## config.mk

```make
export PLATFORM = sky130hd
export DESIGN_NAME = mcudx_core
export DESIGN_NICKNAME = d
export VERILOG_FILES = /design/src/mcudx_pkg.sv /design/src/mcudx_core.sv /design/src/mcudx_regfile.sv
export VERILOG_INCLUDE_DIRS = /design/src /design/src/src
export SDC_FILE = /design/constraint.sdc
export NUM_CORES = 2
export LEC_CHECK = 0
export ABC_CLOCK_PERIOD_IN_PS = 23900
export BUFFER_PORTS_ARGS = -buffer_cell sky130_fd_sc_hd__buf_2
export CAP_MARGIN = 20
export CORE_ASPECT_RATIO = 0.6
export CORE_MARGIN = 2
export CORE_UTILIZATION = 41
export DETAILED_ROUTE_END_ITERATION = 8
export GPL_TIMING_DRIVEN = 1
export PLACE_DENSITY_LB_ADDON = 0.05
export SYNTH_ARGS = -nofsm -noshare
export SYNTH_HDL_FRONTEND = slang
export SYNTH_HIERARCHICAL = 1
export SYNTH_SLANG_ARGS = --single-unit
```

## constraint.sdc

```tcl
create_clock -name sys_clk -period 23.9 [get_ports sys_clk]
set_input_delay 2.39 -clock sys_clk [delete_from_list [all_inputs] [get_ports sys_clk]]
set_output_delay 2.39 -clock sys_clk [all_outputs]
set_load 0.05 [all_outputs]
```

## src/mcudx_defs.svh

```systemverilog
// constants for the operand decode and execute core
`ifndef MCUDX_DEFS_SVH
`define MCUDX_DEFS_SVH

// register bus offsets (bit 8 of the address selects the register file)
`define MCUDX_A_CTRL   9'h000
`define MCUDX_A_FLAGS  9'h001
`define MCUDX_A_RP0    9'h002
`define MCUDX_A_RP1    9'h003
`define MCUDX_A_SPH    9'h004
`define MCUDX_A_SPL    9'h005
`define MCUDX_A_PCH    9'h006
`define MCUDX_A_PCL    9'h007
`define MCUDX_A_STAT   9'h008
`define MCUDX_RF_SEL   8
`define MCUDX_CTRL_RUN 0

// flag bit positions
`define MCUDX_F_C 7
`define MCUDX_F_Z 6
`define MCUDX_F_S 5
`define MCUDX_F_V 4
`define MCUDX_F_D 3
`define MCUDX_F_H 2

// reset values
`define MCUDX_RST_FLAGS 8'h00
`define MCUDX_RST_RP0   8'hC0
`define MCUDX_RST_RP1   8'hC8
`define MCUDX_RST_SP    16'h0000
`define MCUDX_RST_PC    16'h0000

// opcodes handled one by one
`define MCUDX_OP_DEC_R   8'h00
`define MCUDX_OP_DEC_IR  8'h01
`define MCUDX_OP_COUNT_DOWN_WORD_RR 8'h80
`define MCUDX_OP_COUNT_DOWN_WORD_IR 8'h81
`define MCUDX_OP_BAND    8'h67
`define MCUDX_OP_BOR     8'h07
`define MCUDX_OP_BIT_XOR_OP    8'h27
`define MCUDX_OP_BCMP    8'h17
`define MCUDX_OP_COMPARE_STEP_JUMP_EQUAL   8'hC2
`define MCUDX_OP_COMPARE_STEP_JUMP_UNEQUAL  8'hD2
`define MCUDX_OP_CALL_DA 8'hF6
`define MCUDX_OP_CALL_RR 8'hF4
`define MCUDX_OP_CALL_IA 8'hD4
`define MCUDX_OP_CFLIP   8'hEF
`define MCUDX_OP_IRQOFF  8'h8F
`define MCUDX_OP_IRQON   8'h9F
`define MCUDX_NIB_LOOP_DOWN_BRANCH   4'hA

`endif

```

## src/mcudx_pkg.sv

```systemverilog
// types shared by the operand decode and execute core
package mcudx_pkg;

    typedef enum logic [10:0] {
        ST_HALT = 11'h001,
        ST_FETCH = 11'h002,
        ST_OPC = 11'h004,
        ST_OPND = 11'h008,
        ST_PTR = 11'h010,
        ST_RDA = 11'h020,
        ST_RDB = 11'h040,
        ST_EXEC = 11'h080,
        ST_WR2 = 11'h100,
        ST_CALL = 11'h200,
        ST_VEC = 11'h400
    } mcudx_state_t;

    typedef enum logic [2:0] {
        K_NONE, K_ALU, K_DEC, K_COUNT_DOWN_WORD, K_BIT, K_CPIJ, K_LOOP_DOWN_BRANCH, K_CALL
    } mcudx_kind_t;

    typedef struct packed {
        logic        we;
        logic [15:0] addr;
        logic [7:0]  data;
    } mcudx_stk_t;

    typedef struct packed {
        logic       valid;
        logic [7:0] addr;
        logic [7:0] data;
    } mcudx_wb_t;

endpackage

```

## src/mcudx_core.sv

```systemverilog
// operand decode and execute core with register-file and stack ports
`timescale 1ns/1ps
`include "mcudx_defs.svh"

module mcudx_core
    import mcudx_pkg::*;
(
    input  wire logic        sys_clk,
    input  wire logic        reset,
    input  wire logic [8:0]  busAddr,
    input  wire logic [7:0]  busWrData,
    input  wire logic        busWrite,
    input  wire logic        busRead,
    output logic      [7:0]  busRdData_r,
    output logic      [15:0] progAddr_r,
    output logic             progRead_r,
    input  wire logic [7:0]  progData,
    output mcudx_stk_t       stkWr_r,
    output mcudx_wb_t        regWb_r
);
    mcudx_state_t state_r;
    mcudx_kind_t  kind;
    logic [7:0]  opc_r, b1_r, b2_r, aVal_r, ptrVal_r, effA_r, lo_r;
    logic [7:0]  flags_r, rp0_r, rp1_r, fl, bVal, res, ramRd, ramRaddr;
    logic [7:0]  aAddr, bAddr, ptrAddr, effA_c, effB_c, wrAddr, wrData, disp;
    logic [15:0] pc_r, sp_r, callT_r, w16;
    logic [8:0]  sum9;
    logic [4:0]  nib5;
    logic [1:0]  opndLeft_r;
    logic        run_r, irqEn_r, prVal_r, vecPh_r, halted, issue;
    logic        aInd, bInd, bImm, pair, wrEn, jump, cin, bitOp, coreWe;

    function automatic logic [7:0] wreg(input logic [3:0] r,
                                        input logic [7:0] p0,
                                        input logic [7:0] p1);
        wreg = r[3] ? {p1[7:3], r[2:0]} : {p0[7:3], r[2:0]};
    endfunction

    function automatic mcudx_kind_t opKind(input logic [7:0] o);
        case (o)
            `MCUDX_OP_DEC_R, `MCUDX_OP_DEC_IR: opKind = K_DEC;
            `MCUDX_OP_COUNT_DOWN_WORD_RR, `MCUDX_OP_COUNT_DOWN_WORD_IR: opKind = K_COUNT_DOWN_WORD;
            `MCUDX_OP_BAND, `MCUDX_OP_BOR, `MCUDX_OP_BIT_XOR_OP,
            `MCUDX_OP_BCMP: opKind = K_BIT;
            `MCUDX_OP_COMPARE_STEP_JUMP_EQUAL, `MCUDX_OP_COMPARE_STEP_JUMP_UNEQUAL: opKind = K_CPIJ;
            `MCUDX_OP_CALL_DA, `MCUDX_OP_CALL_RR,
            `MCUDX_OP_CALL_IA: opKind = K_CALL;
            default: begin
                if (o[3:0] == `MCUDX_NIB_LOOP_DOWN_BRANCH) begin
                    opKind = K_LOOP_DOWN_BRANCH;
                end else if (o[3:0] >= 4'h2 && o[3:0] <= 4'h7 &&
                             (o[7:4] == 4'h0 || o[7:4] == 4'h1 ||
                              o[7:4] == 4'h5 || o[7:4] == 4'hA)) begin
                    opKind = K_ALU;
                end else begin
                    opKind = K_NONE;
                end
            end
        endcase
    endfunction

    function automatic logic [1:0] opLen(input logic [7:0] o);
        case (opKind(o))
            K_DEC, K_COUNT_DOWN_WORD, K_LOOP_DOWN_BRANCH: opLen = 2'd1;
            K_BIT, K_CPIJ: opLen = 2'd2;
            K_CALL: opLen = (o == `MCUDX_OP_CALL_DA) ? 2'd2 : 2'd1;
            K_ALU: opLen = (o[3:0] < 4'h4) ? 2'd1 : 2'd2;
            default: opLen = 2'd0;
        endcase
    endfunction

    assign halted = (state_r == ST_HALT);
    assign kind = opKind(opc_r);

    // operand address decode
    always_comb begin
        aAddr = 8'h00;
        bAddr = 8'h00;
        ptrAddr = 8'h00;
        aInd = 1'b0;
        bInd = 1'b0;
        bImm = 1'b0;
        pair = (kind == K_COUNT_DOWN_WORD) || (kind == K_CALL);
        case (kind)
            K_ALU: begin
                case (opc_r[3:0])
                    4'h2: begin
                        aAddr = wreg(b1_r[7:4], rp0_r, rp1_r);
                        bAddr = wreg(b1_r[3:0], rp0_r, rp1_r);
                    end
                    4'h3: begin
                        aAddr = wreg(b1_r[7:4], rp0_r, rp1_r);
                        ptrAddr = wreg(b1_r[3:0], rp0_r, rp1_r);
                        bInd = 1'b1;
                    end
                    4'h4: begin
                        aAddr = b2_r;
                        bAddr = b1_r;
                    end
                    4'h5: begin
                        aAddr = b2_r;
                        ptrAddr = b1_r;
                        bInd = 1'b1;
                    end
                    4'h6: begin
                        aAddr = b1_r;
                        bImm = 1'b1;
                    end
                    default: begin
                        ptrAddr = b1_r;
                        aInd = 1'b1;
                        bImm = 1'b1;
                    end
                endcase
            end
            K_DEC, K_COUNT_DOWN_WORD: begin
                aAddr = b1_r;
                ptrAddr = b1_r;
                aInd = opc_r[0];
            end
            K_BIT: begin
                aAddr = wreg(b1_r[7:4], rp0_r, rp1_r);
                bAddr = b2_r;
            end
            K_CPIJ: begin
                aAddr = wreg(b1_r[3:0], rp0_r, rp1_r);
                ptrAddr = wreg(b1_r[7:4], rp0_r, rp1_r);
                bInd = 1'b1;
            end
            K_LOOP_DOWN_BRANCH: aAddr = wreg(opc_r[7:4], rp0_r, rp1_r);
            K_CALL: aAddr = b1_r;
            default: aAddr = 8'h00;
        endcase
    end

    // pairs forced onto an even register
    assign effA_c = (aInd ? ramRd : aAddr) & (pair ? 8'hFE : 8'hFF);
    assign effB_c = pair ? (effA_r | 8'h01) : (bInd ? ptrVal_r : bAddr);

    always_comb begin
        case (state_r)
            ST_PTR: ramRaddr = ptrAddr;
            ST_RDA: ramRaddr = effA_c;
            default: ramRaddr = effB_c;
        endcase
    end

    // execute: result, flags, one register write, branch
    always_comb begin
        bVal = bImm ? b2_r : ramRd;
        fl = flags_r;
        res = 8'h00;
        sum9 = 9'h000;
        nib5 = 5'h00;
        w16 = {aVal_r, ramRd} - 16'h0001;
        cin = opc_r[4] & flags_r[`MCUDX_F_C];
        bitOp = 1'b0;
        wrEn = 1'b0;
        wrAddr = effA_r;
        wrData = 8'h00;
        jump = 1'b0;
        disp = b2_r;
        case (kind)
            K_ALU: begin
                case (opc_r[7:4])
                    4'h0, 4'h1: begin
                        sum9 = {1'b0, aVal_r} + {1'b0, bVal} + {8'h00, cin};
                        nib5 = {1'b0, aVal_r[3:0]} + {1'b0, bVal[3:0]}
                             + {4'h0, cin};
                        res = sum9[7:0];
                        fl[`MCUDX_F_C] = sum9[8];
                        fl[`MCUDX_F_H] = nib5[4];
                        fl[`MCUDX_F_D] = 1'b0;
                        fl[`MCUDX_F_V] = (aVal_r[7] == bVal[7])
                                       && (res[7] != aVal_r[7]);
                        wrEn = 1'b1;
                    end
                    4'h5: begin
                        res = aVal_r & bVal;
                        fl[`MCUDX_F_V] = 1'b0;
                        wrEn = 1'b1;
                    end
                    default: begin
                        sum9 = {1'b0, aVal_r} - {1'b0, bVal};
                        res = sum9[7:0];
                        fl[`MCUDX_F_C] = sum9[8];
                        fl[`MCUDX_F_V] = (aVal_r[7] != bVal[7])
                                       && (res[7] != aVal_r[7]);
                    end
                endcase
                fl[`MCUDX_F_Z] = (res == 8'h00);
                fl[`MCUDX_F_S] = res[7];
            end
            K_DEC: begin
                res = aVal_r - 8'h01;
                fl[`MCUDX_F_Z] = (res == 8'h00);
                fl[`MCUDX_F_S] = res[7];
                fl[`MCUDX_F_V] = (aVal_r == 8'h80);
                wrEn = 1'b1;
            end
            K_COUNT_DOWN_WORD: begin
                res = w16[15:8];
                fl[`MCUDX_F_Z] = (w16 == 16'h0000);
                fl[`MCUDX_F_S] = w16[15];
                fl[`MCUDX_F_V] = ({aVal_r, ramRd} == 16'h8000);
                wrEn = 1'b1;
            end
            // bit ops, overflow left as is
            K_BIT: begin
                case (opc_r)
                    `MCUDX_OP_BAND: bitOp = aVal_r[0] & bVal[b1_r[3:1]];
                    `MCUDX_OP_BOR: bitOp = aVal_r[0] | bVal[b1_r[3:1]];
                    default: bitOp = aVal_r[0] ^ bVal[b1_r[3:1]];
                endcase
                fl[`MCUDX_F_Z] = ~bitOp;
                fl[`MCUDX_F_S] = 1'b0;
                wrEn = (opc_r != `MCUDX_OP_BCMP);
                res = {aVal_r[7:1], bitOp};
                if (b1_r[0]) begin
                    wrAddr = effB_c;
                    res = bVal;
                    res[b1_r[3:1]] = bitOp;
                end
            end
            K_CPIJ: begin
                jump = (aVal_r == ramRd) == (opc_r == `MCUDX_OP_COMPARE_STEP_JUMP_EQUAL);
                wrAddr = ptrAddr;
                res = ptrVal_r + 8'h01;
                wrEn = 1'b1;
            end
            K_LOOP_DOWN_BRANCH: begin
                res = aVal_r - 8'h01;
                jump = (res != 8'h00);
                disp = b1_r;
                wrEn = 1'b1;
            end
            default: res = 8'h00;
        endcase
        wrData = res;
    end

    assign coreWe = (state_r == ST_EXEC && wrEn) || (state_r == ST_WR2);

    mcudx_regfile #(.AW(8), .DW(8)) u_rf (
        .sys_clk(sys_clk),
        .we     (coreWe || (busWrite && busAddr[`MCUDX_RF_SEL] && halted)),
        .waddr  (coreWe ? (state_r == ST_WR2 ? (effA_r | 8'h01) : wrAddr)
                        : busAddr[7:0]),
        .wdata  (coreWe ? (state_r == ST_WR2 ? lo_r : wrData) : busWrData),
        .raddr  (ramRaddr),
        .rdata  (ramRd)
    );

    assign issue = (state_r == ST_FETCH)
                || (state_r == ST_OPC && prVal_r && opLen(progData) != 2'd0)
                || (state_r == ST_OPND && prVal_r && opndLeft_r != 2'd1);

    // sequencer
    always_ff @(posedge sys_clk) begin
        if (reset) begin
            state_r <= ST_HALT;
        end else begin
            case (state_r)
                ST_HALT: if (run_r) state_r <= ST_FETCH;
                ST_FETCH: state_r <= ST_OPC;
                ST_OPC: if (prVal_r) begin
                    if (opLen(progData) != 2'd0) state_r <= ST_OPND;
                    else state_r <= run_r ? ST_FETCH : ST_HALT;
                end
                ST_OPND: if (prVal_r && opndLeft_r == 2'd1) state_r <= ST_PTR;
                ST_PTR: state_r <= ST_RDA;
                ST_RDA: state_r <= ST_RDB;
                ST_RDB: state_r <= ST_EXEC;
                ST_EXEC: begin
                    if (kind == K_COUNT_DOWN_WORD) state_r <= ST_WR2;
                    else if (kind == K_CALL) state_r <= ST_CALL;
                    else state_r <= run_r ? ST_FETCH : ST_HALT;
                end
                ST_CALL: begin
                    if (opc_r == `MCUDX_OP_CALL_IA) state_r <= ST_VEC;
                    else state_r <= run_r ? ST_FETCH : ST_HALT;
                end
                ST_VEC: if (prVal_r && vecPh_r) begin
                    state_r <= run_r ? ST_FETCH : ST_HALT;
                end
                default: state_r <= run_r ? ST_FETCH : ST_HALT;
            endcase
        end
    end

    // program byte reads; data valid the cycle after the strobe
    always_ff @(posedge sys_clk) begin
        if (reset) begin
            progRead_r <= 1'b0;
            progAddr_r <= 16'h0000;
            prVal_r <= 1'b0;
            vecPh_r <= 1'b0;
        end else begin
            prVal_r <= progRead_r;
            progRead_r <= 1'b0;
            if (issue) begin
                progRead_r <= 1'b1;
                progAddr_r <= pc_r;
            end else if (state_r == ST_CALL
                         && opc_r == `MCUDX_OP_CALL_IA) begin
                progRead_r <= 1'b1;
                progAddr_r <= {8'h00, b1_r};
                vecPh_r <= 1'b0;
            end else if (state_r == ST_VEC && prVal_r && !vecPh_r) begin
                progRead_r <= 1'b1;
                progAddr_r <= {8'h00, b1_r + 8'h01};
                vecPh_r <= 1'b1;
            end
        end
    end

    // opcode and operand capture
    always_ff @(posedge sys_clk) begin
        if (reset) begin
            opc_r <= 8'hFF;
            b1_r <= 8'h00;
            b2_r <= 8'h00;
            opndLeft_r <= 2'd0;
        end else if (state_r == ST_OPC && prVal_r) begin
            opc_r <= progData;
            opndLeft_r <= opLen(progData);
        end else if (state_r == ST_OPND && prVal_r) begin
            if (opndLeft_r == opLen(opc_r)) b1_r <= progData;
            else b2_r <= progData;
            opndLeft_r <= opndLeft_r - 2'd1;
        end
    end

    // operand values and call target
    always_ff @(posedge sys_clk) begin
        if (reset) begin
            ptrVal_r <= 8'h00;
            effA_r <= 8'h00;
            aVal_r <= 8'h00;
            lo_r <= 8'h00;
            callT_r <= 16'h0000;
        end else begin
            if (state_r == ST_RDA) begin
                ptrVal_r <= ramRd;
                effA_r <= effA_c;
            end
            if (state_r == ST_RDB) aVal_r <= ramRd;
            if (state_r == ST_EXEC) begin
                lo_r <= w16[7:0];
                // direct target is a full 16-bit address
                callT_r <= (opc_r == `MCUDX_OP_CALL_DA) ? {b1_r, b2_r}
                                                        : {aVal_r, ramRd};
            end
        end
    end

    // program counter
    always_ff @(posedge sys_clk) begin
        if (reset) begin
            pc_r <= `MCUDX_RST_PC;
        end else if (halted && busWrite && busAddr == `MCUDX_A_PCH) begin
            pc_r[15:8] <= busWrData;
        end else if (halted && busWrite && busAddr == `MCUDX_A_PCL) begin
            pc_r[7:0] <= busWrData;
        end else if (issue) begin
            pc_r <= pc_r + 16'h0001;
        end else if (state_r == ST_EXEC && jump) begin
            pc_r <= pc_r + {{8{disp[7]}}, disp};
        end else if (state_r == ST_CALL && opc_r != `MCUDX_OP_CALL_IA) begin
            pc_r <= callT_r;
        end else if (state_r == ST_VEC && prVal_r) begin
            if (vecPh_r) pc_r[7:0] <= progData;
            else pc_r[15:8] <= progData;
        end
    end

    // stack: SP minus two, PC high then low
    always_ff @(posedge sys_clk) begin
        if (reset) begin
            sp_r <= `MCUDX_RST_SP;
            stkWr_r <= '0;
        end else begin
            stkWr_r <= '0;
            if (halted && busWrite && busAddr == `MCUDX_A_SPH) begin
                sp_r[15:8] <= busWrData;
            end else if (halted && busWrite && busAddr == `MCUDX_A_SPL) begin
                sp_r[7:0] <= busWrData;
            end else if (state_r == ST_EXEC && kind == K_CALL) begin
                sp_r <= sp_r - 16'h0002;
                stkWr_r <= '{we: 1'b1, addr: sp_r - 16'h0002,
                             data: pc_r[15:8]};
            end else if (state_r == ST_CALL) begin
                stkWr_r <= '{we: 1'b1, addr: sp_r + 16'h0001, data: pc_r[7:0]};
            end
        end
    end

    // flags change through the execute result, a halted bus write, or the carry flip opcode
    always_ff @(posedge sys_clk) begin
        if (reset) begin
            flags_r <= `MCUDX_RST_FLAGS;
        end else if (halted && busWrite && busAddr == `MCUDX_A_FLAGS) begin
            flags_r <= busWrData;
        end else if (state_r == ST_OPC && prVal_r
                     && progData == `MCUDX_OP_CFLIP) begin
            flags_r[`MCUDX_F_C] <= ~flags_r[`MCUDX_F_C];
        end else if (state_r == ST_EXEC) begin
            flags_r <= fl;
        end
    end

    // control: run, pointers, interrupt enable
    always_ff @(posedge sys_clk) begin
        if (reset) begin
            run_r <= 1'b0;
            irqEn_r <= 1'b0;
            rp0_r <= `MCUDX_RST_RP0;
            rp1_r <= `MCUDX_RST_RP1;
        end else begin
            if (busWrite && busAddr == `MCUDX_A_CTRL)
                run_r <= busWrData[`MCUDX_CTRL_RUN];
            if (halted && busWrite && busAddr == `MCUDX_A_RP0)
                rp0_r <= busWrData;
            if (halted && busWrite && busAddr == `MCUDX_A_RP1)
                rp1_r <= busWrData;
            if (state_r == ST_OPC && prVal_r) begin
                if (progData == `MCUDX_OP_IRQOFF) irqEn_r <= 1'b0;
                if (progData == `MCUDX_OP_IRQON) irqEn_r <= 1'b1;
            end
        end
    end

    // bus reads; register file contents are seen via the write-back port
    always_ff @(posedge sys_clk) begin
        if (reset) begin
            busRdData_r <= 8'h00;
            regWb_r <= '0;
        end else begin
            regWb_r <= '{valid: coreWe,
                         addr: (state_r == ST_WR2) ? (effA_r | 8'h01) : wrAddr,
                         data: (state_r == ST_WR2) ? lo_r : wrData};
            busRdData_r <= 8'h00;
            if (busRead) begin
                case (busAddr)
                    `MCUDX_A_CTRL: busRdData_r <= {7'h00, run_r};
                    `MCUDX_A_FLAGS: busRdData_r <= flags_r;
                    `MCUDX_A_RP0: busRdData_r <= rp0_r;
                    `MCUDX_A_RP1: busRdData_r <= rp1_r;
                    `MCUDX_A_SPH: busRdData_r <= sp_r[15:8];
                    `MCUDX_A_SPL: busRdData_r <= sp_r[7:0];
                    `MCUDX_A_PCH: busRdData_r <= pc_r[15:8];
                    `MCUDX_A_PCL: busRdData_r <= pc_r[7:0];
                    `MCUDX_A_STAT: busRdData_r <= {irqEn_r, 6'h00, halted};
                    default: busRdData_r <= 8'h00;
                endcase
            end
        end
    end
endmodule

```

## src/mcudx_regfile.sv

```systemverilog
// register file memory with registered read data
`timescale 1ns/1ps
module mcudx_regfile #(
    parameter int AW = 8,
    parameter int DW = 8
) (
    input  wire logic          sys_clk,
    input  wire logic          we,
    input  wire logic [AW-1:0] waddr,
    input  wire logic [DW-1:0] wdata,
    input  wire logic [AW-1:0] raddr,
    output logic      [DW-1:0] rdata
);
    logic [DW-1:0] mem [0:(1<<AW)-1];

    // no reset: contents are undefined until written
    always_ff @(posedge sys_clk) begin
        if (we) begin
            mem[waddr] <= wdata;
        end
    end

    always_ff @(posedge sys_clk) begin
        rdata <= mem[raddr];
    end
endmodule

```

==> reports/results.ini <==
[outcome]
status = completed

[setup_path]
slowest_delay_ns = 0.91
reg2reg_from = opc_r[0]
regToRegEndpoint = u_rf/rdata[3]
critical_path.max_fanout = 62
start_kind = register
worstSetupEndpointType = register
reg2regPathDepth = 19
path_cells = nand2b_1, or4_1, and3_1, nand2_1, o31ai_1, a31oi_1, o22a_1, nand2_4, buf_4, buf_12, buf_4, buf_4, buf_4, mux4_2, a22o_1, a221oi_1, o32ai_1, nor3_1, nor4_1
cp.arrival_ns = 10.97
required_ns = 24.60
path_class = reg -> reg
crit_top_cell = buf_4
r2r_slack_ns = 13.63
cpMaxStageDelayCell = dfxtp_1

[die]
core-area_mm2 = 0.2319
die-area_mm2 = 0.2366
die-height_um = 377.6
rows = 137
io_pins = 96
die_w_um = 626.7
start_util_pct = 41.13

[cts]
clock_latency_ns = 0.89
clockRootBuffer = clkbuf_16
hold_buffers = 0
htreeDepth = 4
postCtsSetupRepairBufs = 0
numCtsBuffers = 221
cts-resized-gates = 0
cts_sinks = 2268
clk_pin_slew_ns = 0.07
cts_max_path_buffers = 4
cts_tree = done

[yosys]
synth_edf_count = 2048
ys_warn_count = 6
syn_nets = 5925
async_flop_share_pct = 0
synth_area_mm2 = 0.09538
syn_inst = 5843
synth.avg_cell_area_um2 = 16.32
ys_types = 120
ys.flop_type = edfxtp_1
ys_seq_area_share_pct = 69.09
synth-seq-cells = 2268

[worst_hold_path]
hold_class = reg -> reg
hold_end = progAddr_r[5]
hold_start = progAddr_r[5]
min_path_cells = 2

[placement]
dp_slack_ns = 13.70
dp_hpwl_um = 217200
finalWeightedCongestion = 0.9917
io_buffers = 95

[power]
peakVddDrop_v = 0.00007739
power_frac_comb_pct = 1.6
power.density_mw_per_mm2 = 74.82
leakage_nw = 33.02
seq_power_share_pct = 53.9
intPower_mw = 6.356
p_sw_share_pct = 20.65
switchingPower_mw = 1.654
clock_power_share_pct = 44.5

[global_route]
grt_pass1_wl_um = 447600
grt_antenna_before_repair = 18
gr-usage-all-layers_pct = 27.22
grt_pass1_vias = 53780
grt_max_degree = 223
grt_overflow = 0

[sta]
fin_crit_ns = 10.27
finalSetupViolCount = 0
final_hold_viol_count = 0
finalCritPeriodShare_pct = 42.98
setup_slack_ns = 13.63
maxSlewViolCount = 0
fin_tns_setup_ns = 0
max_slew.worst_pin.slew_ns = 1.307
rsz0062_at_grt = false
finClkSkew_ns = 0.05308
relSlewSlack_pct = 12.86
fmax_mhz = 97.35

[detailed_routing]
viasPerCell = 6.215
ant_nets = 0
drc = 0
wl_um = 326100
first_iter_violations = 7973
num_vias = 57820
drtPass1Iterations = 8
wl_per_cell_um = 35.05

[cells_and_area]
final_common_cell = edfxtp_1
mostFrequentLayoutCells = edfxtp_1, nor2_1, mux4_2
fin_nets = 6079
layout-drive-gt1-share_pct = 19.89
syn_to_final_growth_pct = 12.23

[job]
cap_violations = 0

[metrics by stage]
step                hold WS [ns]  instance area [um2]  std cells  power (mW)  utilization [%]
floorplan                 0.4331                95380       5843       4.474                -
global placement          0.4520                99520       8866       4.528            42.91
detailed placement        0.4529                99710       8885       4.532            42.99
CTS                       0.4621               106900       9285       8.079            46.09
global route              0.4906               107000       9301       8.238            46.16
finish                    0.4636               107100       9303       8.010            46.16
[per-layer routing]
metal,vias to the layer above,global-route usage [%],part of all wire [%]
met5,-,0,0.015
met2,2846,32.61,37
met4,8,3.581,1.3
li1,23740,-,-
met3,311,10.19,13
met1,30910,45.90,49
[cell type report]
cell class                 instances  area, um2
timing repair buffer             331       2437
fill                           19950     124900
sequential                      2268      65900
inverter                          52      195.2
tap                             3127       3913
clock inverter                   124       1282
multi-input combinational       3123      27420
clock buffer                     276       5891
antenna                            2      5.005
[critical path, delay by kind of cell, from the launching register on]
kind	cells	cell delay, ns
muxes	1	0.59
AOI/OAI and AO/OA	6	1.46
and+or+nand+nor	7	3.31
DFF	1	0.91
buffers and inverters	5	3.39
[worst max path at each step]
stage,startpoint,end,slack [ns],depth (start not counted)
after floorplan,opc_r[6],u_rf/mem[0][1],8.54,18
after global placement,opc_r[0],u_rf/rdata[3],13.66,19
after detailed placement,opc_r[0],u_rf/rdata[3],13.70,19
after CTS,opc_r[0],u_rf/rdata[3],13.62,19
after global routing,opc_r[0],u_rf/rdata[3],12.96,19
final,opc_r[0],u_rf/rdata[3],13.63,19
[power groups by stage]
stage	combinational [mW]	sequential [mW]	clock (mW)
floorplan	0.0529	4.42	0
global placement	0.122	4.41	0
detailed placement	0.126	4.41	0
CTS	0.125	4.32	3.63
global route	0.133	4.32	3.79
finish	0.126	4.32	3.56
[logic make-up after synthesis]
group / synth area share [%]
AO/OA/AOI/OAI: 7.007
buffers and inverters: 2.452
AND/OR/NAND/NOR: 6.738
XOR/XNOR: 0.6703
adder cells (fa/ha/maj): 0.7267
flip-flops: 69.09
multiplexers: 13.31
[sequential cells by signal, indices dropped and copies added (netlist names), 11 cells and up]
| register | flops |
|---|---|
| u_rf/mem | 2048 |
| callT_r | 16 |
| pc_r | 16 |
| stkWr_r | 25 |
| progAddr_r | 16 |
| state_r | 11 |
| sp_r | 16 |
| regWb_r | 17 |
[synth_stat cells (31+ instances only)]
cell type / n / area (um2)
edfxtp_1: 2048 / 61500
nor2_1: 543 / 2038
mux4_2: 465 / 10470
nand2_1: 303 / 1137
a21oi_1: 257 / 1286
clkbuf_1: 235 / 882.1
dfxtp_1: 220 / 4404
mux2i_1: 198 / 1982
a22oi_1: 165 / 1239
nand3_1: 111 / 555.5
nor3_1: 89 / 445.4
o21ai_0: 77 / 385.4
a211oi_1: 63 / 473.0
buf_2: 60 / 300.3
o221ai_1: 55 / 481.7
inv_1: 51 / 191.4
nor2b_1: 51 / 319.1
ha_1: 49 / 613.1
xnor2_1: 46 / 402.9
o22ai_1: 44 / 275.3
o211ai_1: 41 / 307.8
and3_1: 38 / 237.7
a31oi_1: 36 / 225.2
a221oi_1: 34 / 297.8
nor4_1: 34 / 212.7
nand4_1: 31 / 193.9
No activity file was read; power rests on OpenSTA's default activity.
